===== config.mk =====
export PLATFORM = sky130hd
export DESIGN_NAME = sld_top
export DESIGN_NICKNAME = d
export VERILOG_FILES = /design/src/hw/sld_pkg.sv /design/src/hw/sld_top.sv
export SDC_FILE = /design/constraint.sdc
export NUM_CORES = 1
export LEC_CHECK = 0
export BUFFER_PORTS_ARGS = -buffer_cell sky130_fd_sc_hd__buf_2
export CAP_MARGIN = 20
export CORE_ASPECT_RATIO = 0.9
export CORE_MARGIN = 4
export CORE_UTILIZATION = 47
export CTS_CLUSTER_DIAMETER = 30
export DETAILED_ROUTE_END_ITERATION = 6
export HOLD_SLACK_MARGIN = 0.03
export PLACE_DENSITY = 0.72
export SYNTH_ARGS = -nofsm -noshare
export SYNTH_HDL_FRONTEND = slang
export SYNTH_SLANG_ARGS = --single-unit
export TNS_END_PERCENT = 5

===== constraint.sdc =====
create_clock -name clk -period 1.15 [get_ports clk]
set_input_delay 0 -clock clk [delete_from_list [all_inputs] [get_ports clk]]
set_output_delay 0 -clock clk [all_outputs]
set_load 0.1 [all_outputs]

===== src/hw/sld_pkg.sv =====
package sld_pkg;

  // ----------------------------------------------------------------------
  // sizes
  // ----------------------------------------------------------------------
  localparam int unsigned SLD_WIDTH = 20;

  // ----------------------------------------------------------------------
  // timing of the controller side, in ns and system clock cycles
  // ----------------------------------------------------------------------
  localparam int unsigned SLD_SYS_CLK_NS     = 4;
  localparam int unsigned SLD_SCLK_MAX_MHZ   = 10;
  localparam int unsigned SLD_SCLK_HIGH_NS   = 50;
  localparam int unsigned SLD_STROBE_SU_NS   = 100;
  localparam int unsigned SLD_STROBE_HIGH_NS = 50;
  // least times round up to whole cycles
  localparam int unsigned SLD_SCLK_HIGH_CYC   =
    (SLD_SCLK_HIGH_NS + SLD_SYS_CLK_NS - 1) / SLD_SYS_CLK_NS;
  localparam int unsigned SLD_STROBE_SU_CYC   =
    (SLD_STROBE_SU_NS + SLD_SYS_CLK_NS - 1) / SLD_SYS_CLK_NS;
  localparam int unsigned SLD_STROBE_HIGH_CYC =
    (SLD_STROBE_HIGH_NS + SLD_SYS_CLK_NS - 1) / SLD_SYS_CLK_NS;

  // ----------------------------------------------------------------------
  // reset values
  // ----------------------------------------------------------------------
  localparam logic [SLD_WIDTH-1:0] SLD_RST_ZERO = 20'h00000;

endpackage : sld_pkg


===== src/hw/sld_top.sv =====
`timescale 1ns/100ps
`default_nettype none
module sld_top
  import sld_pkg::*;
#(
  parameter int unsigned WIDTH = SLD_WIDTH
) (
  input  wire logic             clk,     // system clock, 250 MHz
  input  wire logic             rst_n,   // async reset, active low
  input  wire logic             sclk,    // serial clock from controller
  input  wire logic             sdin,    // serial data in
  input  wire logic             strobe,  // latch transfer, high = open
  input  wire logic             blank,   // blanking, high = all off
  output var  logic             sdout,   // serial data out, cascade
  output var  logic [WIDTH-1:0] src_on,  // source driver enables
  output var  logic [WIDTH-1:0] pd_on    // pull-down sink enables
);

  // ----------------------------------------------------------------------
  // serial clock edge detect
  // ----------------------------------------------------------------------
  // inputs are synchronous to clk, so no synchroniser is needed here
  // the detector idles low like the pin, so a release with the serial
  // clock low raises no false edge
  logic sclk_q;
  logic sclk_rise;

  always_ff @(posedge clk or negedge rst_n) begin
    if (!rst_n) begin
      sclk_q <= 1'b0;
    end else begin
      sclk_q <= sclk;
    end
  end

  assign sclk_rise = sclk & ~sclk_q;

  // ----------------------------------------------------------------------
  // shift register
  // ----------------------------------------------------------------------
  // first bit in walks to the top stage after one rise per stage
  logic [WIDTH-1:0] sreg_q;

  always_ff @(posedge clk or negedge rst_n) begin
    if (!rst_n) begin
      sreg_q <= WIDTH'(SLD_RST_ZERO);
    end else if (sclk_rise) begin
      sreg_q <= {sreg_q[WIDTH-2:0], sdin};
    end
  end

  // last stage is itself a flop, so it goes out directly
  assign sdout = sreg_q[WIDTH-1];

  // ----------------------------------------------------------------------
  // latches
  // ----------------------------------------------------------------------
  // transparency is emulated by a clocked copy; it lags one cycle,
  // far below the serial clock period, so the effect is the same
  logic [WIDTH-1:0] latch_q;

  always_ff @(posedge clk or negedge rst_n) begin
    if (!rst_n) begin
      latch_q <= WIDTH'(SLD_RST_ZERO);
    end else if (strobe) begin
      latch_q <= sreg_q;
    end
  end
  // strobe low: no load path, contents held; blanking does not stop a load while strobe is high

  // ----------------------------------------------------------------------
  // drive decode
  // ----------------------------------------------------------------------
  // source and sink of one output are always opposite: one decode feeds
  // both registers, so an output is never driven high and pulled low at
  // once, nor left floating between the two
  function automatic logic [WIDTH-1:0] src_drive(
    input var logic             blank_i,  // blanking level
    input var logic [WIDTH-1:0] latch_i   // latch contents
  );
    logic [WIDTH-1:0] drive;
    drive = latch_i;
    if (blank_i) begin
      drive = WIDTH'(SLD_RST_ZERO);
    end
    return drive;
  endfunction : src_drive

  // ----------------------------------------------------------------------
  // output drivers
  // ----------------------------------------------------------------------
  // registered so that every pin comes from a flop; blanking and latch
  // changes reach the pins one clock later, far inside the output's own
  // switching time
  logic [WIDTH-1:0] src_q;
  logic [WIDTH-1:0] pd_q;

  always_ff @(posedge clk or negedge rst_n) begin
    if (!rst_n) begin
      // outputs off with pull-downs on, the same safe level as blanking
      src_q <= WIDTH'(SLD_RST_ZERO);
      pd_q  <= ~WIDTH'(SLD_RST_ZERO);
    end else begin
      src_q <= src_drive(blank, latch_q);
      pd_q  <= ~src_drive(blank, latch_q);
    end
  end

  assign src_on = src_q;
  assign pd_on  = pd_q;

  // ----------------------------------------------------------------------
  // cascade walk check
  // ----------------------------------------------------------------------
  // follows one bit from the input to the serial output: it must come out
  // after exactly one rise per stage, which pins down the register length
  localparam int unsigned WALK_W = $clog2(WIDTH + 1);

  logic [WALK_W-1:0] walk_cnt_q;
  logic              walk_bit_q;

  always_ff @(posedge clk or negedge rst_n) begin
    if (!rst_n) begin
      walk_cnt_q <= '0;
      walk_bit_q <= 1'b0;
    end else if (sclk_rise) begin
      if (walk_cnt_q == '0 || walk_cnt_q == WALK_W'(WIDTH)) begin
        walk_cnt_q <= WALK_W'(1);
        walk_bit_q <= sdin;
      end else begin
        walk_cnt_q <= walk_cnt_q + WALK_W'(1);
      end
    end
  end
endmodule : sld_top
`default_nettype wire


# ---- Word-level counts from Yosys, hierarchy flattened
# Index checks and enable logic that the tools add are counted.
dict set report classes {
  multipliers 0
  bitwise 3
  magnitude_cmp 0
  shift 0
  addsub 0
  eq_ne 0
  n_div 0
  n_reduce_logical 0
  n_mux 1
}
# op count
set op_table {}
lappend op_table {{20-bit two-way mux} 1}
lappend op_table {{20-bit NOT} 1}
lappend op_table {{1-bit AND} 1}
lappend op_table {{1-bit NOT} 1}
dict set report word_totals {
  ram_bits 0
  regBits 81
  latch_bits 0
  mem_bits_ro 0
  input_bits 6
  out_inout_bits 41
  n_memories 0
}

# ---- Depth between registers and ports, before layout
# Gate-level depths: netlist (run 1).
dict set report logic_depth {
  ltp_word 2
  depth_mapped 3
}

# ---- Least setup slack after synthesis (run 1)
# Ideal clock, no wire load.
dict set report synth_path {
  path_type {flip-flop to flip-flop}
  from {register sreg_q[19]}
  to {register latch_q[19]}
  setup_slack_ps -121
  path_stages_with_launch 2
  arrival_ps 1145
  n_path_buf 0
  required_ps 1024
  cell_sequence {dfrtp_1 > mux2_2}
}
# element line_no
set synth_lines {}
lappend synth_lines {{start, declared} sld_top.sv:42} ;# logic [WIDTH-1:0] sreg_q;
lappend synth_lines {{start signal, assigned} sld_top.sv:46} ;# sreg_q <= WIDTH'(SLD_RST_ZERO);
lappend synth_lines {{start signal, assigned} sld_top.sv:48} ;# sreg_q <= {sreg_q[WIDTH-2:0], sdin};
lappend synth_lines {{end signal, assigned} sld_top.sv:64} ;# latch_q <= WIDTH'(SLD_RST_ZERO);
lappend synth_lines {{end signal, assigned} sld_top.sv:66} ;# latch_q <= sreg_q;
lappend synth_lines {{end, declared} sld_top.sv:60} ;# logic [WIDTH-1:0] latch_q;
# No word-level cell between the ends.

# ---- Worst setup path after layout (run 1)
dict set report layout_path {
  from {register sclk_q}
  to {register sreg_q[3]}
}
dict set report layout_between {
  elab_chain_len 2
}
# element line_no
set layout_lines {}
lappend layout_lines {{start, declared} sld_top.sv:25} ;# logic sclk_q;
lappend layout_lines {{start signal, assigned} sld_top.sv:32} ;# sclk_q <= sclk;
lappend layout_lines {{1-bit NOT} sld_top.sv:36} ;# assign sclk_rise = sclk & ~sclk_q;
lappend layout_lines {{1-bit AND} sld_top.sv:36}
# Every way passes these cells.
# A chain may end at the register's enable or synchronous reset.

==> results of run 1 <==
flip-flops by register name, summed over array words and instances, names as in the netlist:
signal / count
latch_q: 20
pd_on: 20
src_on: 20
sreg_q: 20
sclk_q: 1
cell usage in the layout (no fill, tap or decap), drive strengths merged:
cell         synthesis  final
dfrtp               61     61
buf                  4     47
mux2                40     40
inv                 20     20
dfstp               20     20
nand2b              18     18
clkbuf               2     13
clkinv               0      4
dlygate4sd3          0      3
nor2b                3      3
bufinv               0      2
routing by layer:
layer | vias to the layer above | global-route usage (%) | routed length, µm
met1 | 690 | 14.8 | 1840
li1 | 645 | - | -
met4 | 0 | 5.50 | 63
met2 | 37 | 19.5 | 1980
met5 | - | 0 | 0
met3 | 6 | 6.14 | 238
final timing paths:
| kind | from | end | slack, ns | depth (start not counted) |
|---|---|---|---|---|
| max in group asynchronous | rst_n | pd_on[19] | 0.53 | 3 |
| worst max register to register | sclk_q | sreg_q[3] | 0.002 | 3 |
| min in group asynchronous | rst_n | latch_q[12] | 0.11 | 2 |
| worst min register to register | latch_q[16] | pd_on[16] | 0.42 | 1 |
| worst min-delay path | blank | pd_on[16] | 0.05 | 2 |
| worst max-delay path | sclk_q | sreg_q[3] | 0.002 | 3 |
cell type report:
class / count / area, µm²
timing repair buffer: 53 / 653
fill: 430 / 2050
clock buffer: 10 / 128
clock inverter: 6 / 83.8
sequential: 81 / 2050
multi-input combinational: 61 / 664
inverter: 20 / 75.1
tap: 70 / 87.6
logic make-up after synthesis:
kind of cell / synth area share (%)
buf+inv: 4.82
mux: 18.4
flops: 71.9
simple gates: 4.87
metrics by stage:
step / setup WS, ns / hold WS [ns] / cells / power, mW
floorplan: 0.0412 / -0.296 / 168 / 6.94
global placement: 0.0200 / -0.0982 / 282 / 7.93
detailed placement: 0.00235 / -0.0916 / 282 / 8.01
CTS: -0.00419 / 0.0505 / 301 / 10.2
global route: -0.0293 / 0.0617 / 301 / 10.6
finish: 0.00152 / 0.0532 / 301 / 10.1
timing repair:
item | in CTS | in global routing
endpoints found under the hold margin | 69 | 0
endpoints found under the setup margin | 5 | 23
hold buffers | 3 | 0
gates resized for setup | 1 | 3
power by group through the flow:
stage / registers, mW / logic, mW / clock network, mW
final: 4.22 / 3.72 / 2.16
after global routing: 4.33 / 3.86 / 2.36
after global placement: 4.25 / 3.68 / 0
after CTS: 4.24 / 3.75 / 2.24
after detailed placement: 4.28 / 3.73 / 0
after floorplan: 6.11 / 0.828 / 0
==> flow_metrics.py, run 1 <==
metrics = {
    "critical_path": {
        "slowest_delay_ns": 0.40,
        "crit_chain": "nor2b_4 -> buf_12 -> mux2_4",
        "critPathCaptureType": "register",
        "crit_type": "register to register",
        "cp-start-kind": "register",
        "cpMaxStageDelayCell": "dfrtp_1",
        "cp.arrival_ns": 1.38,
        "timing.critical_path.required_ns": 1.38,
        "path_buf_inv": 1,
        "cp_max_fo": 10,
        "path_delay_family": "flip-flops",
    },
    "floorplanning": {
        "die_area_um2": 7380,
        "initial_core_util_pct": 49.3,
        "fp.dieH_um": 81.9,
        "rows": 26,
        "die_x_um": 90.1,
        "core_um2": 5790,
        "ios": 47,
    },
    "synthesis": {
        "synth_nets": 174,
        "synth_cell_types": 11,
        "syn_inst": 168,
        "yosysSeqAreaShare_pct": 71.9,
        "yosys.area.top_type_share_pct": 53.5,
        "syn_area_per_cell_um2": 17.0,
        "synth_enable_flop_cells": 0,
        "synth_ff_type": "dfrtp_1",
        "synth.area.top_cells": "dfrtp_1, dfstp_2, mux2_4",
        "synth_top_cell_by_area": "dfrtp_1",
        "async_reset_ff_share_pct": 100,
        "synthTopCellsByCount": "dfrtp_1, dfstp_2, inv_1, mux2_2, mux2_4",
        "ys_warn_count": 0,
        "synth_seq_cells": 81,
        "synth_area_um2": 2850,
        "synth.most_common_cell": "dfrtp_1",
    },
    "drt": {
        "route.detailed.drc": 0,
        "wirelength_mm": 4.12,
        "avgViaCountPerCell": 4.58,
        "routedWlPerCell_um": 13.7,
        "vias": 1378,
        "drt-pass1-iter-count": 4,
        "drt-initial-drc-count": 49,
        "ant_nets": 0,
    },
    "final_layout": {
        "antenna_cells": 0,
        "nNetsFinal": 232,
        "final_area_um2": 3740,
        "fin_util_pct": 64.7,
        "drive_gt1_share_pct": 55.0,
        "syn2layout_area_growth_pct": 31.2,
    },
    "sta": {
        "finalHoldViolations": 0,
        "drv_slew": 0,
        "worstMarginPinSlew_ns": 0.494,
        "rsz0062_at_grt": "yes",
        "finClkSkew_ns": 0.00658,
        "fin_tns_setup_ns": 0,
        "min_period_over_period_pct": 99.9,
        "max_freq_mhz": 871,
        "min_period_ns": 1.15,
        "relSlewSlack_pct": 67.3,
        "setup_violations": 0,
    },
    "global_route": {
        "grt_antenna_before_repair": 0,
        "grt_overflow_total": 0,
        "grt_pass1_vias": 1451,
        "grt_usage_pct": 12.5,
        "grt_max_degree": 34,
        "grt_pass1_wl_mm": 6.89,
    },
    "pwr": {
        "powerDensity_nw_per_um2": 2700,
        "max-vdd-ir-drop_uv": 1740,
        "intPower_mw": 6.22,
        "p_leak_nw": 1.93,
        "power_frac_comb_pct": 36.8,
        "power_frac_seq_pct": 41.8,
        "p_sw_share_pct": 38.4,
        "netSwitchingPower_mw": 3.88,
        "p_clk_share_pct": 21.4,
    },
    "flow_run": {
        "drv_cap": 0,
    },
    "place": {
        "routabilityCongestion": 0.732,
        "postPlaceCellArea_um2": 3490,
        "place_hpwl_mm": 2.74,
        "portBuffers": 46,
    },
    "clock_network": {
        "cts_root_buffer": "clkbuf_8",
        "htreeDepth": 3,
        "path_clk_slew_ns": 0.08,
        "cts_tree": "built",
        "cts_buffer_depth": 2,
        "cts_setup_buffers": 0,
        "clock-sinks": 81,
        "cts_buffers": 9,
        "insertion_delay_ns": 0.34,
    },
    "run_status": {
        "run_status": "finished clean",
    },
    "worst_hold_path": {
        "min_path_type": "input pin to register",
    },
}
Note: power is estimated with default switching activity, not from simulation.
==> run 2: changes to the inputs <==
--- a/config.mk
+++ b/config.mk
@@ -5,10 +5,10 @@
 export SDC_FILE = /design/constraint.sdc
 export NUM_CORES = 1
 export LEC_CHECK = 0
+export ABC_AREA = 1
 export BUFFER_PORTS_ARGS = -buffer_cell sky130_fd_sc_hd__buf_2
 export CAP_MARGIN = 20
 export CORE_ASPECT_RATIO = 0.9
-export CORE_MARGIN = 4
 export CORE_UTILIZATION = 47
 export CTS_CLUSTER_DIAMETER = 30
 export DETAILED_ROUTE_END_ITERATION = 6
==> flow_metrics.py, run 2 <==
metrics = {
    "global_route": {
        "grt_use_met1_pct": 22.3,
        "grt_max_degree": 41,
        "use_met3_pct": 3.51,
        "grt_pass1_vias": 1684,
        "busiest_layer": "met2",
        "grt_pass1_wl_mm": 7.71,
        "grt_antenna_before_repair": 0,
        "met2_usage_pct": 23.7,
        "grt_usage_pct": 16.5,
        "grt_overflow_total": 0,
    },
    "final_layout": {
        "fin_util_pct": 64.3,
        "final_cell_mix": "nand2_1, dfrtp_1, inv_1",
        "antenna_cells": 0,
        "final_area_um2": 3660,
        "nNetsFinal": 314,
        "syn2layout_area_growth_pct": 31.1,
        "drive_gt1_share_pct": 28.1,
    },
    "sta": {
        "whs_ns": 0.0804,
        "relSlewSlack_pct": 66.8,
        "min_period_over_period_pct": 96.4,
        "max_freq_mhz": 902,
        "finClkSkew_ns": 0.00563,
        "setup_violations": 0,
        "finalHoldViolations": 0,
        "drv_slew": 0,
        "min_period_ns": 1.11,
        "worstMarginPinSlew_ns": 0.502,
        "fin_tns_setup_ns": 0,
        "rsz0062_at_grt": "no",
    },
    "clock_network": {
        "path_clk_slew_ns": 0.08,
        "cts_tree": "built",
        "htreeDepth": 3,
        "clock-sinks": 81,
        "cts_root_buffer": "clkbuf_8",
        "cts_buffers": 9,
        "cts_setup_buffers": 0,
        "cts_buffer_depth": 2,
        "insertion_delay_ns": 0.35,
    },
    "floorplanning": {
        "core_um2": 5690,
        "initial_core_util_pct": 49.0,
        "fp.dieH_um": 75.1,
        "die_area_um2": 6250,
        "rows": 26,
        "die_x_um": 83.2,
        "ios": 47,
    },
    "pwr": {
        "p_total_mw": 7.03,
        "powerDensity_nw_per_um2": 1920,
        "max-vdd-ir-drop_uv": 1050,
        "p_leak_nw": 1.85,
    },
    "synthesis": {
        "yosysSeqAreaShare_pct": 73.5,
        "synth-compound-area-share_pct": 3.59,
        "synth.most_common_cell": "dfrtp_1",
        "synthXorXnorAreaFrac_pct": 0,
        "yosys.area_share.simple_pct": 14.6,
        "synth_cell_types": 13,
        "async_reset_ff_share_pct": 100,
        "synthTopCellsByCount": "dfrtp_1, nand2_1, inv_1",
        "synth_nets": 261,
        "synth_seq_cells": 81,
        "syn_area_per_cell_um2": 10.9,
        "yosys.area.top_type_share_pct": 54.7,
        "synth_top_cell_by_area": "dfrtp_1",
        "ys_warn_count": 0,
        "syn_inst": 255,
        "synth_enable_flop_cells": 0,
        "synth.area.top_cells": "dfrtp_1, dfstp_2, nand2_1",
        "synth_area_um2": 2790,
        "muxShareOfSynthArea_pct": 0,
        "synth_ff_type": "dfrtp_1",
        "synth-adder-area-share_pct": 0,
        "synth_top_family_by_area": "simple AND/OR/NAND/NOR gates",
    },
    "critical_path": {
        "cpMaxStageDelayCell": "buf_2",
        "path_delay_family": "buffers and inverters",
        "path_buf_inv": 1,
        "slowest_delay_ns": 0.42,
        "cp_max_fo": 1,
        "cp.arrival_ns": 1.11,
        "cp-start-kind": "register",
        "timing.critical_path.required_ns": 1.15,
        "crit_type": "register to output pin",
        "crit_chain": "buf_2",
        "critPathCaptureType": "output pin",
    },
    "drt": {
        "drt-pass1-iter-count": 4,
        "wirelength_mm": 4.54,
        "routedWlPerCell_um": 11.9,
        "ant_nets": 0,
        "route.detailed.drc": 0,
        "avgViaCountPerCell": 4.64,
        "drt-initial-drc-count": 80,
        "vias": 1779,
    },
    "place": {
        "postPlaceCellArea_um2": 3420,
        "place_hpwl_mm": 3.03,
        "portBuffers": 46,
        "routabilityCongestion": 0.795,
    },
    "run_status": {
        "run_status": "finished clean",
    },
    "flow_run": {
        "drv_cap": 0,
    },
    "worst_hold_path": {
        "min_path_type": "input pin to register",
    },
}
run 2: cell count changes after synthesis, moves of 6 or more:
cell / delta
nor2_1: +20
inv_1: +20
mux2_2: -20
nand3_1: +20
nand2b_1: -18
nand2_1: +60
o21ai_0: +20
buf_2: +6
mux2_4: -20
run 2: through the flow:
stage | std cells | worst slack, ns
floorplan | 255 | 0.240
global placement | 364 | 0.125
detailed placement | 364 | 0.0381
CTS | 383 | 0.0118
global route | 383 | 0.00284
finish | 383 | 0.0410
run 2: final timing paths:
path                       startpoint          end  slack (ns)  depth (start not counted)
max                        src_on[12]   src_on[12]        0.04                          1
min                            strobe   latch_q[2]        0.08                          3
max reg2reg                    sclk_q   sreg_q[11]        0.12                          4
min reg2reg                latch_q[1]    src_on[1]        0.50                          2
max in group asynchronous       rst_n     pd_on[6]        0.52                          3
min in group asynchronous       rst_n  latch_q[11]        0.09                          2
run 2: kinds of logic after synthesis:
logic type      after synthesis
flops                        81
buf+inv                      53
compound gates               20
simple gates                101
run 2: metal layers:
metal  vias to the layer above  share of wire [%]
met4                         0                3.6
met1                       845                 48
met2                        49                 44
li1                        871                  -
met3                        14                4.2
met5                         -                  0
run 2: power by group:
part | internal [mW] | total, mW | switching, mW
clock network | 1.12 | 2.04 | 0.926
logic | 0.405 | 1.58 | 1.18
registers | 3.22 | 3.40 | 0.184
run 2: timing repair:
item / in CTS / in global routing
gates resized for setup: 0 / 1
hold endpoints to repair: 72 / 0
setup endpoints to repair: 0 / 18
hold buffers: 3 / 0
run 2: cell type report:
type                    count  area, µm²
clock buffers              13        159
multi-input cells         121        512
inverters                  41        154
repair buffers             54        653
well taps                  70       87.6
fillers                   415       2030
clock inverters             3       40.0
flip-flops and latches     81       2050
